File: src/shared/vird_pkg.sv
// package: register map, field layout, reset values and format codes of the video input router
`default_nettype none
package vird_pkg;
  // ****************************************
  // register offsets
  // ****************************************
  localparam logic [7:0] VIRD_OFS_FORMAT  = 8'h00;
  localparam logic [7:0] VIRD_OFS_SENSE_A = 8'h5D;
  localparam logic [7:0] VIRD_OFS_SENSE_B = 8'h5E;
  localparam logic [7:0] VIRD_OFS_DIAG_EN = 8'h5F;
  localparam logic [7:0] VIRD_OFS_STATUS  = 8'h60;

  // ****************************************
  // field positions and widths
  // ****************************************
  localparam int VIRD_FMT_W      = 5;
  localparam int VIRD_PWRDN_BIT  = 6;
  localparam int VIRD_THR_LSB    = 2;
  localparam int VIRD_THR_W      = 3;
  localparam int VIRD_EN_BIT     = 0;
  localparam int VIRD_CH_W       = 3;

  // ****************************************
  // reset values
  // ****************************************
  localparam logic [4:0] VIRD_FMT_RST   = 5'h00;
  localparam logic       VIRD_PWRDN_RST = 1'b1;
  localparam logic [2:0] VIRD_THR_RST   = 3'h3;
  localparam logic       VIRD_EN_RST    = 1'b0;

  // ****************************************
  // selection code boundaries
  // ****************************************
  localparam logic [4:0] VIRD_CODE_CVBS_LAST = 5'h07;
  localparam logic [4:0] VIRD_CODE_YC_FIRST  = 5'h08;
  localparam logic [4:0] VIRD_CODE_YC_LAST   = 5'h0B;
  localparam logic [4:0] VIRD_CODE_CMP_FIRST = 5'h0C;
  localparam logic [4:0] VIRD_CODE_CMP_LAST  = 5'h0D;
  localparam logic [4:0] VIRD_CODE_DIF_FIRST = 5'h0E;
  localparam logic [4:0] VIRD_CODE_DIF_LAST  = 5'h11;

  // format handed to the standard definition processor
  typedef enum logic [2:0] {
    VIRD_FMT_NONE,
    VIRD_FMT_CVBS,
    VIRD_FMT_DIFF,
    VIRD_FMT_YC,
    VIRD_FMT_COMP
  } vird_format_e;
endpackage
`default_nettype wire

File: src/shared/vird_route_if.sv
// interface: decoded routing passed from the code decoder to the top
`timescale 1ns/1ns
`default_nettype none
interface vird_route_if;
  import vird_pkg::*;
  vird_format_e format;
  logic [2:0]   primary_ch;
  logic [2:0]   second_ch;
  logic [2:0]   third_ch;
  logic [7:0]   powerup_mask;

  modport dec (output format, output primary_ch, output second_ch, output third_ch, output powerup_mask);
  modport top (input format, input primary_ch, input second_ch, input third_ch, input powerup_mask);
endinterface
`default_nettype wire

File: src/logic/vird_route_decode.sv
// module: turns the 5-bit selection code into a fixed analog routing
`timescale 1ns/1ns
`default_nettype none
module vird_route_decode
  import vird_pkg::*;
(
  // selection code
  input  wire logic [4:0] code,
  // decoded routing
  vird_route_if.dec       route
);
  logic [2:0] idx;

  // ****************************************
  // code decode
  // ****************************************
  // exactly one routing per code, reserved codes route nothing
  always_comb begin
    idx                = 3'h0;
    route.format       = VIRD_FMT_NONE;
    route.primary_ch   = 3'h0;
    route.second_ch    = 3'h0;
    route.third_ch     = 3'h0;
    route.powerup_mask = 8'h00;
    if (code <= VIRD_CODE_CVBS_LAST) begin
      idx                = code[2:0];
      route.format       = VIRD_FMT_CVBS;
      route.primary_ch   = idx;
      route.powerup_mask = 8'h01 << idx;
    end else if (code <= VIRD_CODE_YC_LAST) begin
      idx                = {code[1:0] - VIRD_CODE_YC_FIRST[1:0], 1'b0};
      route.format       = VIRD_FMT_YC;
      route.primary_ch   = idx;
      route.second_ch    = idx + 3'h1;
      route.powerup_mask = 8'h03 << idx;
    end else if (code <= VIRD_CODE_CMP_LAST) begin
      idx                = (code == VIRD_CODE_CMP_FIRST) ? 3'h0 : 3'h3;
      route.format       = VIRD_FMT_COMP;
      route.primary_ch   = idx;
      route.second_ch    = idx + 3'h1;
      route.third_ch     = idx + 3'h2;
      route.powerup_mask = 8'h07 << idx;
    end else if (code <= VIRD_CODE_DIF_LAST) begin
      idx                = {code[1:0] - VIRD_CODE_DIF_FIRST[1:0], 1'b0};
      route.format       = VIRD_FMT_DIFF;
      route.primary_ch   = idx;
      route.second_ch    = idx + 3'h1;
      route.powerup_mask = 8'h03 << idx;
    end
  end
endmodule
`default_nettype wire

File: src/logic/vird_short_monitor.sv
// module: sticky short-to-battery flags for the two fault sense pins
`timescale 1ns/1ns
`default_nettype none
module vird_short_monitor
  import vird_pkg::*;
#(
  parameter int PINS = 2
) (
  // clock and reset
  input  wire logic            clk,
  input  wire logic            rst_n,
  // control
  input  wire logic            diag_enable,
  input  wire logic [PINS-1:0] powerdown,
  input  wire logic [PINS-1:0] clear,
  // comparator results, high while the pin is above its threshold
  input  wire logic [PINS-1:0] above,
  // latched events
  output logic      [PINS-1:0] battery_short_event
);
  // ****************************************
  // per-pin event latch
  // ****************************************
  genvar i;
  generate
    for (i = 0; i < PINS; i++) begin : g_pin
      // armed only when enabled and powered, set beats clear
      always_ff @(posedge clk or negedge rst_n) begin
        if (!rst_n) begin
          battery_short_event[i] <= 1'b0;
        end else if (diag_enable && !powerdown[i] && above[i]) begin
          battery_short_event[i] <= 1'b1;
        end else if (clear[i]) begin
          battery_short_event[i] <= 1'b0;
        end
      end
    end
  endgenerate
endmodule
`default_nettype wire

File: src/logic/vird_top.sv
// module: video input routing and short-to-battery monitor, top level
// Operation
// - The input format selection is a 5-bit software-writable field at bits 4:0 of register 0x00.
// - The selection both routes the channels and tells the processing core which format to handle.
// - Channels the selection does not use are powered down with no other programming.
// - Codes 0 to 7 select single-ended composite on analog input n+1.
// - Codes 8 to 11 select luma/chroma on input pairs 1/2, 3/4, 5/6 and 7/8.
// - Code 12 selects component on inputs 1,2,3 and code 13 on inputs 4,5,6.
// - Codes 14 to 17 select differential composite on pairs 1/2 to 7/8, higher codes are reserved.
// - Each sense pin above its programmable threshold counts as a short-to-battery event.
// - An event on either sense pin raises the interrupt request pin.
// - A readable status register shows which sense pin saw the event.
// - The diagnostic function is off after reset and must be enabled by software.
// - Each sense pin has a power-down bit 6, reset to 1, written 0 to power up.
// - Each sense pin has a 3-bit threshold in bits 4:2 that resets to 011.
`timescale 1ns/1ns
`default_nettype none
module vird_top
  import vird_pkg::*;
(
  // clock and reset
  input  wire logic         clk,
  input  wire logic         rst_n,
  // register port
  input  wire logic [7:0]   reg_addr,
  input  wire logic [7:0]   reg_wdata,
  input  wire logic         reg_wr,
  input  wire logic         reg_rd,
  output logic      [7:0]   reg_rdata,
  // routing to the analog front end and processing core
  output vird_format_e      standard_def_processor_format,
  output logic      [2:0]   route_primary_ch,
  output logic      [2:0]   route_second_ch,
  output logic      [2:0]   route_third_ch,
  output logic      [7:0]   analog_input_channel_powerup,
  // fault sense comparators
  input  wire logic         sense_a_above,
  input  wire logic         sense_b_above,
  output logic              sense_a_powerdown,
  output logic              sense_b_powerdown,
  output logic      [2:0]   sense_a_threshold,
  output logic      [2:0]   sense_b_threshold,
  // interrupt
  output logic              interrupt_request_pin
);
  logic [4:0] input_format_select;
  logic       diag_enable;
  logic [1:0] battery_short_event;
  logic [1:0] status_clear;
  logic       wr_format;
  logic       wr_sense_a;
  logic       wr_sense_b;
  logic       wr_diag_en;
  logic       wr_status;
  logic [7:0] next_rdata;

  vird_route_if route ();

  // ****************************************
  // write decode
  // ****************************************
  always_comb begin
    wr_format  = 1'b0;
    wr_sense_a = 1'b0;
    wr_sense_b = 1'b0;
    wr_diag_en = 1'b0;
    wr_status  = 1'b0;
    if (reg_wr && reg_addr == VIRD_OFS_FORMAT) begin
      wr_format = 1'b1;
    end else if (reg_wr && reg_addr == VIRD_OFS_SENSE_A) begin
      wr_sense_a = 1'b1;
    end else if (reg_wr && reg_addr == VIRD_OFS_SENSE_B) begin
      wr_sense_b = 1'b1;
    end else if (reg_wr && reg_addr == VIRD_OFS_DIAG_EN) begin
      wr_diag_en = 1'b1;
    end else if (reg_wr && reg_addr == VIRD_OFS_STATUS) begin
      wr_status = 1'b1;
    end
  end

  // write-one-to-clear of the event flags
  assign status_clear = wr_status ? reg_wdata[1:0] : 2'h0;

  // ****************************************
  // registers
  // ****************************************
  // format selection field
  always_ff @(posedge clk or negedge rst_n) begin
    if (!rst_n) begin
      input_format_select <= VIRD_FMT_RST;
    end else if (wr_format) begin
      input_format_select <= reg_wdata[VIRD_FMT_W-1:0];
    end
  end

  // sense pin a control
  always_ff @(posedge clk or negedge rst_n) begin
    if (!rst_n) begin
      sense_a_powerdown <= VIRD_PWRDN_RST;
      sense_a_threshold <= VIRD_THR_RST;
    end else if (wr_sense_a) begin
      sense_a_powerdown <= reg_wdata[VIRD_PWRDN_BIT];
      sense_a_threshold <= reg_wdata[VIRD_THR_LSB +: VIRD_THR_W];
    end
  end

  // sense pin b control
  always_ff @(posedge clk or negedge rst_n) begin
    if (!rst_n) begin
      sense_b_powerdown <= VIRD_PWRDN_RST;
      sense_b_threshold <= VIRD_THR_RST;
    end else if (wr_sense_b) begin
      sense_b_powerdown <= reg_wdata[VIRD_PWRDN_BIT];
      sense_b_threshold <= reg_wdata[VIRD_THR_LSB +: VIRD_THR_W];
    end
  end

  // diagnostic enable, off after reset
  always_ff @(posedge clk or negedge rst_n) begin
    if (!rst_n) begin
      diag_enable <= VIRD_EN_RST;
    end else if (wr_diag_en) begin
      diag_enable <= reg_wdata[VIRD_EN_BIT];
    end
  end

  // ****************************************
  // read back
  // ****************************************
  // unmapped addresses and unused bits read zero
  always_comb begin
    next_rdata = 8'h00;
    if (reg_addr == VIRD_OFS_FORMAT) begin
      next_rdata[VIRD_FMT_W-1:0] = input_format_select;
    end else if (reg_addr == VIRD_OFS_SENSE_A) begin
      next_rdata[VIRD_PWRDN_BIT] = sense_a_powerdown;
      next_rdata[VIRD_THR_LSB +: VIRD_THR_W] = sense_a_threshold;
    end else if (reg_addr == VIRD_OFS_SENSE_B) begin
      next_rdata[VIRD_PWRDN_BIT] = sense_b_powerdown;
      next_rdata[VIRD_THR_LSB +: VIRD_THR_W] = sense_b_threshold;
    end else if (reg_addr == VIRD_OFS_DIAG_EN) begin
      next_rdata[VIRD_EN_BIT] = diag_enable;
    end else if (reg_addr == VIRD_OFS_STATUS) begin
      next_rdata[1:0] = battery_short_event;
    end
  end

  // read data captured on the read strobe and held
  always_ff @(posedge clk or negedge rst_n) begin
    if (!rst_n) begin
      reg_rdata <= 8'h00;
    end else if (reg_rd) begin
      reg_rdata <= next_rdata;
    end
  end

  // ****************************************
  // routing
  // ****************************************
  vird_route_decode u_decode (
    .code  (input_format_select),
    .route (route)
  );

  // decoded routing registered onto the outputs
  always_ff @(posedge clk or negedge rst_n) begin
    if (!rst_n) begin
      standard_def_processor_format <= VIRD_FMT_NONE;
      route_primary_ch              <= 3'h0;
      route_second_ch               <= 3'h0;
      route_third_ch                <= 3'h0;
      analog_input_channel_powerup  <= 8'h00;
    end else begin
      standard_def_processor_format <= route.format;
      route_primary_ch              <= route.primary_ch;
      route_second_ch               <= route.second_ch;
      route_third_ch                <= route.third_ch;
      analog_input_channel_powerup  <= route.powerup_mask;
    end
  end

  // ****************************************
  // short-to-battery monitor
  // ****************************************
  vird_short_monitor #(
    .PINS (2)
  ) u_monitor (
    .clk                 (clk),
    .rst_n               (rst_n),
    .diag_enable         (diag_enable),
    .powerdown           ({sense_b_powerdown, sense_a_powerdown}),
    .clear               (status_clear),
    .above               ({sense_b_above, sense_a_above}),
    .battery_short_event (battery_short_event)
  );

  // interrupt follows any latched event
  always_ff @(posedge clk or negedge rst_n) begin
    if (!rst_n) begin
      interrupt_request_pin <= 1'b0;
    end else begin
      interrupt_request_pin <= |battery_short_event;
    end
  end
endmodule
`default_nettype wire

File: config.mk
export PLATFORM = sky130hd
export DESIGN_NAME = vird_top
export DESIGN_NICKNAME = d
export VERILOG_FILES = /design/src/shared/vird_pkg.sv /design/src/shared/vird_route_if.sv /design/src/logic/vird_route_decode.sv /design/src/logic/vird_short_monitor.sv /design/src/logic/vird_top.sv
export SDC_FILE = /design/constraint.sdc
export NUM_CORES = 1
export LEC_CHECK = 0
export BUFFER_PORTS_ARGS = -buffer_cell sky130_fd_sc_hd__buf_2
export CAP_MARGIN = 20
export CORE_MARGIN = 4
export CORE_UTILIZATION = 55
export DETAILED_ROUTE_END_ITERATION = 6
export PLACE_DENSITY_LB_ADDON = 0.05
export SYNTH_ARGS = -nofsm -noshare
export SYNTH_HDL_FRONTEND = slang
export SYNTH_SLANG_ARGS = --single-unit
export TNS_END_PERCENT = 1
File: constraint.sdc
create_clock -name clk -period 2.45 [get_ports clk]
set_clock_uncertainty 0.1 [all_clocks]
set_input_delay 0.3675 -clock clk [delete_from_list [all_inputs] [get_ports clk]]
set_output_delay 0.3675 -clock clk [all_outputs]
set_load 0.01 [all_outputs]
==> results of run 1 <==
metrics by stage:
stage	cells	area (sq um)	hold slack, ns	util [%]
after floorplan	175	2020	-0.0281	-
after global placement	263	2290	0.357	66.4
after detailed placement	263	2290	0.374	66.4
after CTS	271	2380	0.118	69.1
after global routing	271	2380	0.177	69.1
final	271	2380	0.0938	69.1
state kept, by name, summed over array words and instances, names as in the netlist, 2 cells and up:
name and count:
analog_input_channel_powerup 8, route_second_ch 3, route_primary_ch 3, input_format_select 5, u_monitor.battery_short_event 2, route_third_ch 2
standard_def_processor_format 3, reg_rdata 6, sense_b_threshold 3, sense_a_threshold 3
cell families after synthesis:
logic type                Yosys count  share of synthesized area [%]
AOI/OAI and AO/OA                  34                           12.6
and+or+nand+nor                    62                           21.7
xor gates and xnor gates            2                          0.869
other                               1                          0.186
DFF                                42                           52.5
muxes                              14                           7.82
buffers and inverters              19                           4.34
power breakdown:
group          leakage (nW)  internal [mW]  switching [mW]
Sequential            0.543          0.744          0.0399
Combinational         0.558         0.0842           0.100
Clock                0.0482          0.227           0.224
final cells by class:
type	count	area (sq um)	share of cell area (%)
Sequential cell	42	1060	44.5
Multi-Input combinational cell	114	875	36.8
Timing Repair Buffer	54	270	11.4
Clock buffer	7	86.3	3.63
Tap cell	46	57.6	2.42
Inverter	7	26.3	1.10
Clock inverter	1	5.00	0.210
per-layer routing:
layer	share of wire [%]	GRT usage (%)	vias up	wire [microns]
met2	47	29.6	50	2010
met5	0	0	-	0
met1	45	26.5	745	1940
li1	-	-	733	-
met4	1.4	8.44	0	61
met3	6.1	4.54	8	260
layout by cell type, fill, tap and decap left out, drive strengths merged, types with 2 or more instances in the layout:
master / n
nor4: 3
mux2: 14
o31ai: 2
nor2: 8
a311o: 3
inv: 7
or3b: 3
conb: 2
buf: 54
a2111oi: 4
o21ai: 2
dfstp: 6
a21o: 4
and3: 4
o21a: 2
nor3: 6
nand3b: 12
nand3: 2
nand2: 4
nor2b: 6
a32o: 4
clkbuf: 7
nand4: 4
a21oi: 8
or2: 2
dfrtp: 36
nand2b: 3
how the worst max path moves through the flow:
stage / start / endpoint / slack [ns] / cells after the start
2_1_floorplan: reg_addr[5] / sense_a_threshold[2]$_DFFE_PN0P_ / 0.96 / 3
3_3_place_gp: reg_addr[5] / sense_b_threshold[2]$_DFFE_PN0P_ / 0.71 / 4
3_5_place_dp: reg_addr[5] / sense_b_threshold[2]$_DFFE_PN0P_ / 0.65 / 4
4_1_cts: input_format_select[4]$_DFFE_PN0P_ / analog_input_channel_powerup[5]$_DFF_PN0_ / 0.68 / 3
5_1_grt: input_format_select[4]$_DFFE_PN0P_ / analog_input_channel_powerup[5]$_DFF_PN0_ / 0.59 / 3
6_report: input_format_select[4]$_DFFE_PN0P_ / analog_input_channel_powerup[5]$_DFF_PN0_ / 0.65 / 3
==> results.sh, run 1 <==
export IMPL_ys_seq_area_share_pct=52.5
export IMPL_grt_util_all_layers_pct=19.4
export IMPL_critPathBufInv=0
export IMPL_antenna_left=0
export IMPL_die_area_sq_um=4700
export IMPL_syn_inst=174
export IMPL_reg2regPathDepth=3
export IMPL_antenna_found_initial=0
export IMPL_hold_violations=0
export IMPL_synth_most_common_cell="dfrtp_1"
export IMPL_synth_cell_type_count=43
export IMPL_dr_first_iter_drc_count=101
export IMPL_cts_sinks=42
export IMPL_drt_pre_antenna_iters=4
export IMPL_wl_per_cell_microns=15.8
export IMPL_power_density_nw_per_um2=597
export IMPL_portBuffers=54
export IMPL_rsz0062_at_grt="false"
export IMPL_setup_tns_ns=0
export IMPL_max_slew_margin_pct=41.1
export IMPL_r2r_start="input_format_select[4]$_DFFE_PN0P_"
export IMPL_cts_setup_buffers=0
export IMPL_slew_viol_final=0
export IMPL_synth_area_leaders="dfrtp_1, dfstp_2, mux2_2"
export IMPL_cts_max_path_buffers=2
export IMPL_grt_pass1_wl_microns=6690
export IMPL_rrSetupSlack_ns=0.65
export IMPL_cts_made_buffers=5
export IMPL_critPathMaxStageDelay_ns=0.68
export IMPL_max_freq_ghz=0.555
export IMPL_die_h_microns=68.6
export IMPL_dpl_hpwl_microns=3000
export IMPL_required_ns=2.58
export IMPL_insertedDiodeCount=0
export IMPL_die_w_microns=68.6
export IMPL_wl_microns=4280
export IMPL_clk_latency_ns=0.29
export IMPL_initial_core_util_pct=58.6
export IMPL_yosysTopAreaCell="dfrtp_1"
export IMPL_grt_pass1_vias=1447
export IMPL_grt_max_degree=43
export IMPL_r2r_end="analog_input_channel_powerup[5]$_DFF_PN0_"
export IMPL_vias=1536
export IMPL_ys_ff_latch=42
export IMPL_rows=21
export IMPL_critPathSlowestCell="dfrtp_1"
export IMPL_setup_viol=0
export IMPL_synth_flop_cell="dfrtp_1"
export IMPL_fill_cells=267
export IMPL_overflow=0
export IMPL_setup_slack_ns=0.649
export IMPL_crit_path_max_fanout=17
export IMPL_core_area_sq_um=3440
export IMPL_cp_start_kind="flip-flop"
export IMPL_drc_errors=0
export IMPL_ys_async_sr_fraction_pct=100
export IMPL_path_cells="or3b_2 -> a21oi_1 -> a32o_1"
export IMPL_power_total_mw=1.42
export IMPL_htreeDepth=2
export IMPL_yosys_warnings=0
export IMPL_worst_pin_slew_ns=0.884
export IMPL_peakVddDrop_uv=364
export IMPL_final_nets=246
export IMPL_status="finished clean"
export IMPL_synth_top_cell_area_share_pct=44.7
export IMPL_place_congestion=0.854
export IMPL_pre_cts_ws_ns=0.653
export IMPL_yosys_top_cells_count="dfrtp_1, mux2_2, nand3b_1, a21oi_1, nor2_1"
export IMPL_critPathTopFamily="flip-flops"
export IMPL_criticalPathCategory="reg2reg"
export IMPL_cts_tree="built"
export IMPL_crit_path_end_kind="flip-flop"
export IMPL_ios=59
export IMPL_min_period_over_period_pct=73.5
export IMPL_area_growth_pct=17.9
export IMPL_hold_class="in2async"
export IMPL_period_minus_slack_ns=1.80
export IMPL_p_leak_nw=1.15
export IMPL_cts_root_buffer_cell="clkbuf_8"
export IMPL_layout_drive_gt1_share_pct=40.4
export IMPL_drv_cap=0
export IMPL_syn_area_sq_um=2020
export IMPL_syn_avg_cell_area_sq_um=11.6
export IMPL_arrival_ns=1.93
export IMPL_vias_per_cell=5.67
export IMPL_hold_buffers=0
export IMPL_cts_resized=0
export IMPL_path_clk_slew_ns=0.08
export IMPL_synth_edff_count=0
Note: power is estimated with default switching activity, not from simulation.
==> run 2: changes to the inputs <==
CORE_UTILIZATION = 51   (was 55)
clock period = 1.7 ns   (was 2.45 ns; I/O delays follow)
==> run 2 against run 1 <==
Net effect:
- die area increased by 6.9%
- clock power increased by 68%
- sequential power increased by 43%
- clock-buffer cell count unchanged
- non-clock buffer count increased by 11
- cell count increased by 4.8%
- setup slack got worse by 0.50 ns
- sequential cell count unchanged
- hold slack improved by 0.019 ns
- highest routed layer unchanged
- largest power group unchanged
- largest cell class unchanged
- wire length increased by 1.6%
==> results.sh, run 2 (same netlist as run 1, synthesis figures left out) <==
export IMPL_wl_microns=4340
export IMPL_drc_errors=0
export IMPL_insertedDiodeCount=0
export IMPL_combPwrFrac_pct=14.1
export IMPL_intPower_mw=1.65
export IMPL_path_cells="or3b_2 -> a21oi_1 -> a32o_1"
export IMPL_die_w_microns=70.9
export IMPL_crit_path_end_kind="flip-flop"
export IMPL_cts_root_buffer_cell="clkbuf_8"
export IMPL_setup_tns_ns=0
export IMPL_vias=1605
export IMPL_reg_top3="analog_input_channel_powerup: 8 flops, reg_rdata: 6 flops, input_format_select: 5 flops"
export IMPL_p_sw_mw=0.527
export IMPL_initial_core_util_pct=53.9
export IMPL_p_clk_share_pct=34.7
export IMPL_overflow=0
export IMPL_critPathSlowestCell="or3b_2"
export IMPL_rsz0062_at_grt="false"
export IMPL_final_common_cell="buf_2"
export IMPL_setup_viol=0
export IMPL_portBuffers=54
export IMPL_rows=22
export IMPL_path_clk_slew_ns=0.07
export IMPL_area_growth_pct=23.6
export IMPL_ios=59
export IMPL_min_period_over_period_pct=91.2
export IMPL_crit_path_max_fanout=8
export IMPL_grt_pass1_vias=1647
export IMPL_p_leak_nw=1.22
export IMPL_die_h_microns=70.9
export IMPL_die_area_sq_um=5020
export IMPL_worst_pin_slew_ns=0.492
export IMPL_slew_viol_final=0
export IMPL_stdcell_area_sq_um=2490
export IMPL_dr_first_iter_drc_count=106
export IMPL_final_nets=257
export IMPL_status="finished clean"
export IMPL_cts_setup_buffers=0
export IMPL_power_total_mw=2.18
export IMPL_cts_sinks=42
export IMPL_placed_cells_incl_taps=275
export IMPL_cp_start_kind="flip-flop"
export IMPL_period_minus_slack_ns=1.55
export IMPL_setup_slack_ns=0.149
export IMPL_clk_latency_ns=0.29
export IMPL_grt_util_all_layers_pct=18.7
export IMPL_hold_violations=0
export IMPL_fin_cells=284
export IMPL_antenna_left=0
export IMPL_power_share_sequential_pct=51.3
export IMPL_hold_class="in2reg"
export IMPL_max_slew_margin_pct=66.3
export IMPL_critPathMaxStageDelay_ns=0.49
export IMPL_cts_max_path_buffers=2
export IMPL_dpl_hpwl_microns=3290
export IMPL_swShare_pct=24.2
export IMPL_grt_pass1_wl_microns=7460
export IMPL_largest_reg_flops=8
export IMPL_arrival_ns=1.68
export IMPL_hold_ws_ns=0.112
export IMPL_criticalPathCategory="reg2reg"
export IMPL_wl_per_cell_microns=15.3
export IMPL_final_core_util_pct=66.6
export IMPL_place_congestion=0.816
export IMPL_final_cell_mix="buf_2, dfrtp_1, mux2_2"
export IMPL_pre_cts_ws_ns=0.0348
export IMPL_vias_per_cell=5.65
export IMPL_grt_max_degree=23
export IMPL_cts_resized=0
export IMPL_cts_tree="built"
export IMPL_top_register="analog_input_channel_powerup"
export IMPL_drv_cap=0
export IMPL_core_area_sq_um=3740
export IMPL_drt_pre_antenna_iters=4
export IMPL_htreeDepth=2
export IMPL_antenna_found_initial=0
export IMPL_place_area_sq_um=2380
export IMPL_required_ns=1.82
export IMPL_peakVddDrop_uv=536
export IMPL_max_freq_ghz=0.645
export IMPL_cts_made_buffers=5
export IMPL_layout_drive_gt1_share_pct=42.4
export IMPL_power_density_nw_per_um2=874
[run 2: layout make-up]
cell class | instances | area (sq um)
clock buffer | 7 | 76.3
clock inverter | 1 | 30.0
fill | 318 | 1250
inverter | 7 | 26.3
multi-input combinational | 114 | 875
sequential | 42 | 1060
tap | 48 | 60.1
timing repair buffer | 65 | 368
[run 2: power groups by stage]
| stage | Combinational (mW) | Sequential (mW) | Clock, mW |
|---|---|---|---|
| 3_5_place_dp | 0.309 | 1.14 | 0 |
| 2_1_floorplan | 0.146 | 1.15 | 0 |
| 4_1_cts | 0.311 | 1.12 | 0.778 |
| 3_3_place_gp | 0.301 | 1.13 | 0 |
| 6_report | 0.306 | 1.12 | 0.756 |
| 5_1_grt | 0.340 | 1.13 | 0.831 |
[run 2: what timing repair did]
action                     CTS  global route
hold endpoints to repair    20             0
hold buffers                 1             0
setup endpoints to repair    0             0
[run 2: path summary, 6_finish.rpt]
check                                                   start                                         to  slack, ns  cells after the start
setup / recovery           input_format_select[3]$_DFFE_PN0P_  analog_input_channel_powerup[6]$_DFF_PN0_       0.15                      3
hold / removal                                   reg_wdata[6]              sense_b_powerdown$_DFFE_PN1P_       0.11                      2
setup reg to reg           input_format_select[3]$_DFFE_PN0P_  analog_input_channel_powerup[6]$_DFF_PN0_       0.15                      3
hold reg to reg                      reg_rdata[6]$_DFFE_PN0P_                   reg_rdata[6]$_DFFE_PN0P_       0.38                      1
max in group asynchronous                               rst_n              sense_a_powerdown$_DFFE_PN1P_       0.60                      3
min in group asynchronous                               rst_n                route_third_ch[0]$_DFF_PN0_       0.34                      2
[run 2: critical path: cells and delay by family, from the launching register on]
family,cells,cell delay [ns]
AO/OA/AOI/OAI,2,0.43
flip-flops,1,0.46
AND/OR/NAND/NOR,1,0.49
[run 2: layer usage]
layer | share of wire (%) | up-vias | global-route usage, % | wire length, microns
met5 | 0 | - | 0 | 0
met1 | 39 | 783 | 19.7 | 1690
met2 | 54 | 52 | 33.9 | 2350
li1 | - | 761 | - | -
met3 | 5.3 | 9 | 5.54 | 231
met4 | 1.6 | 0 | 8.56 | 68
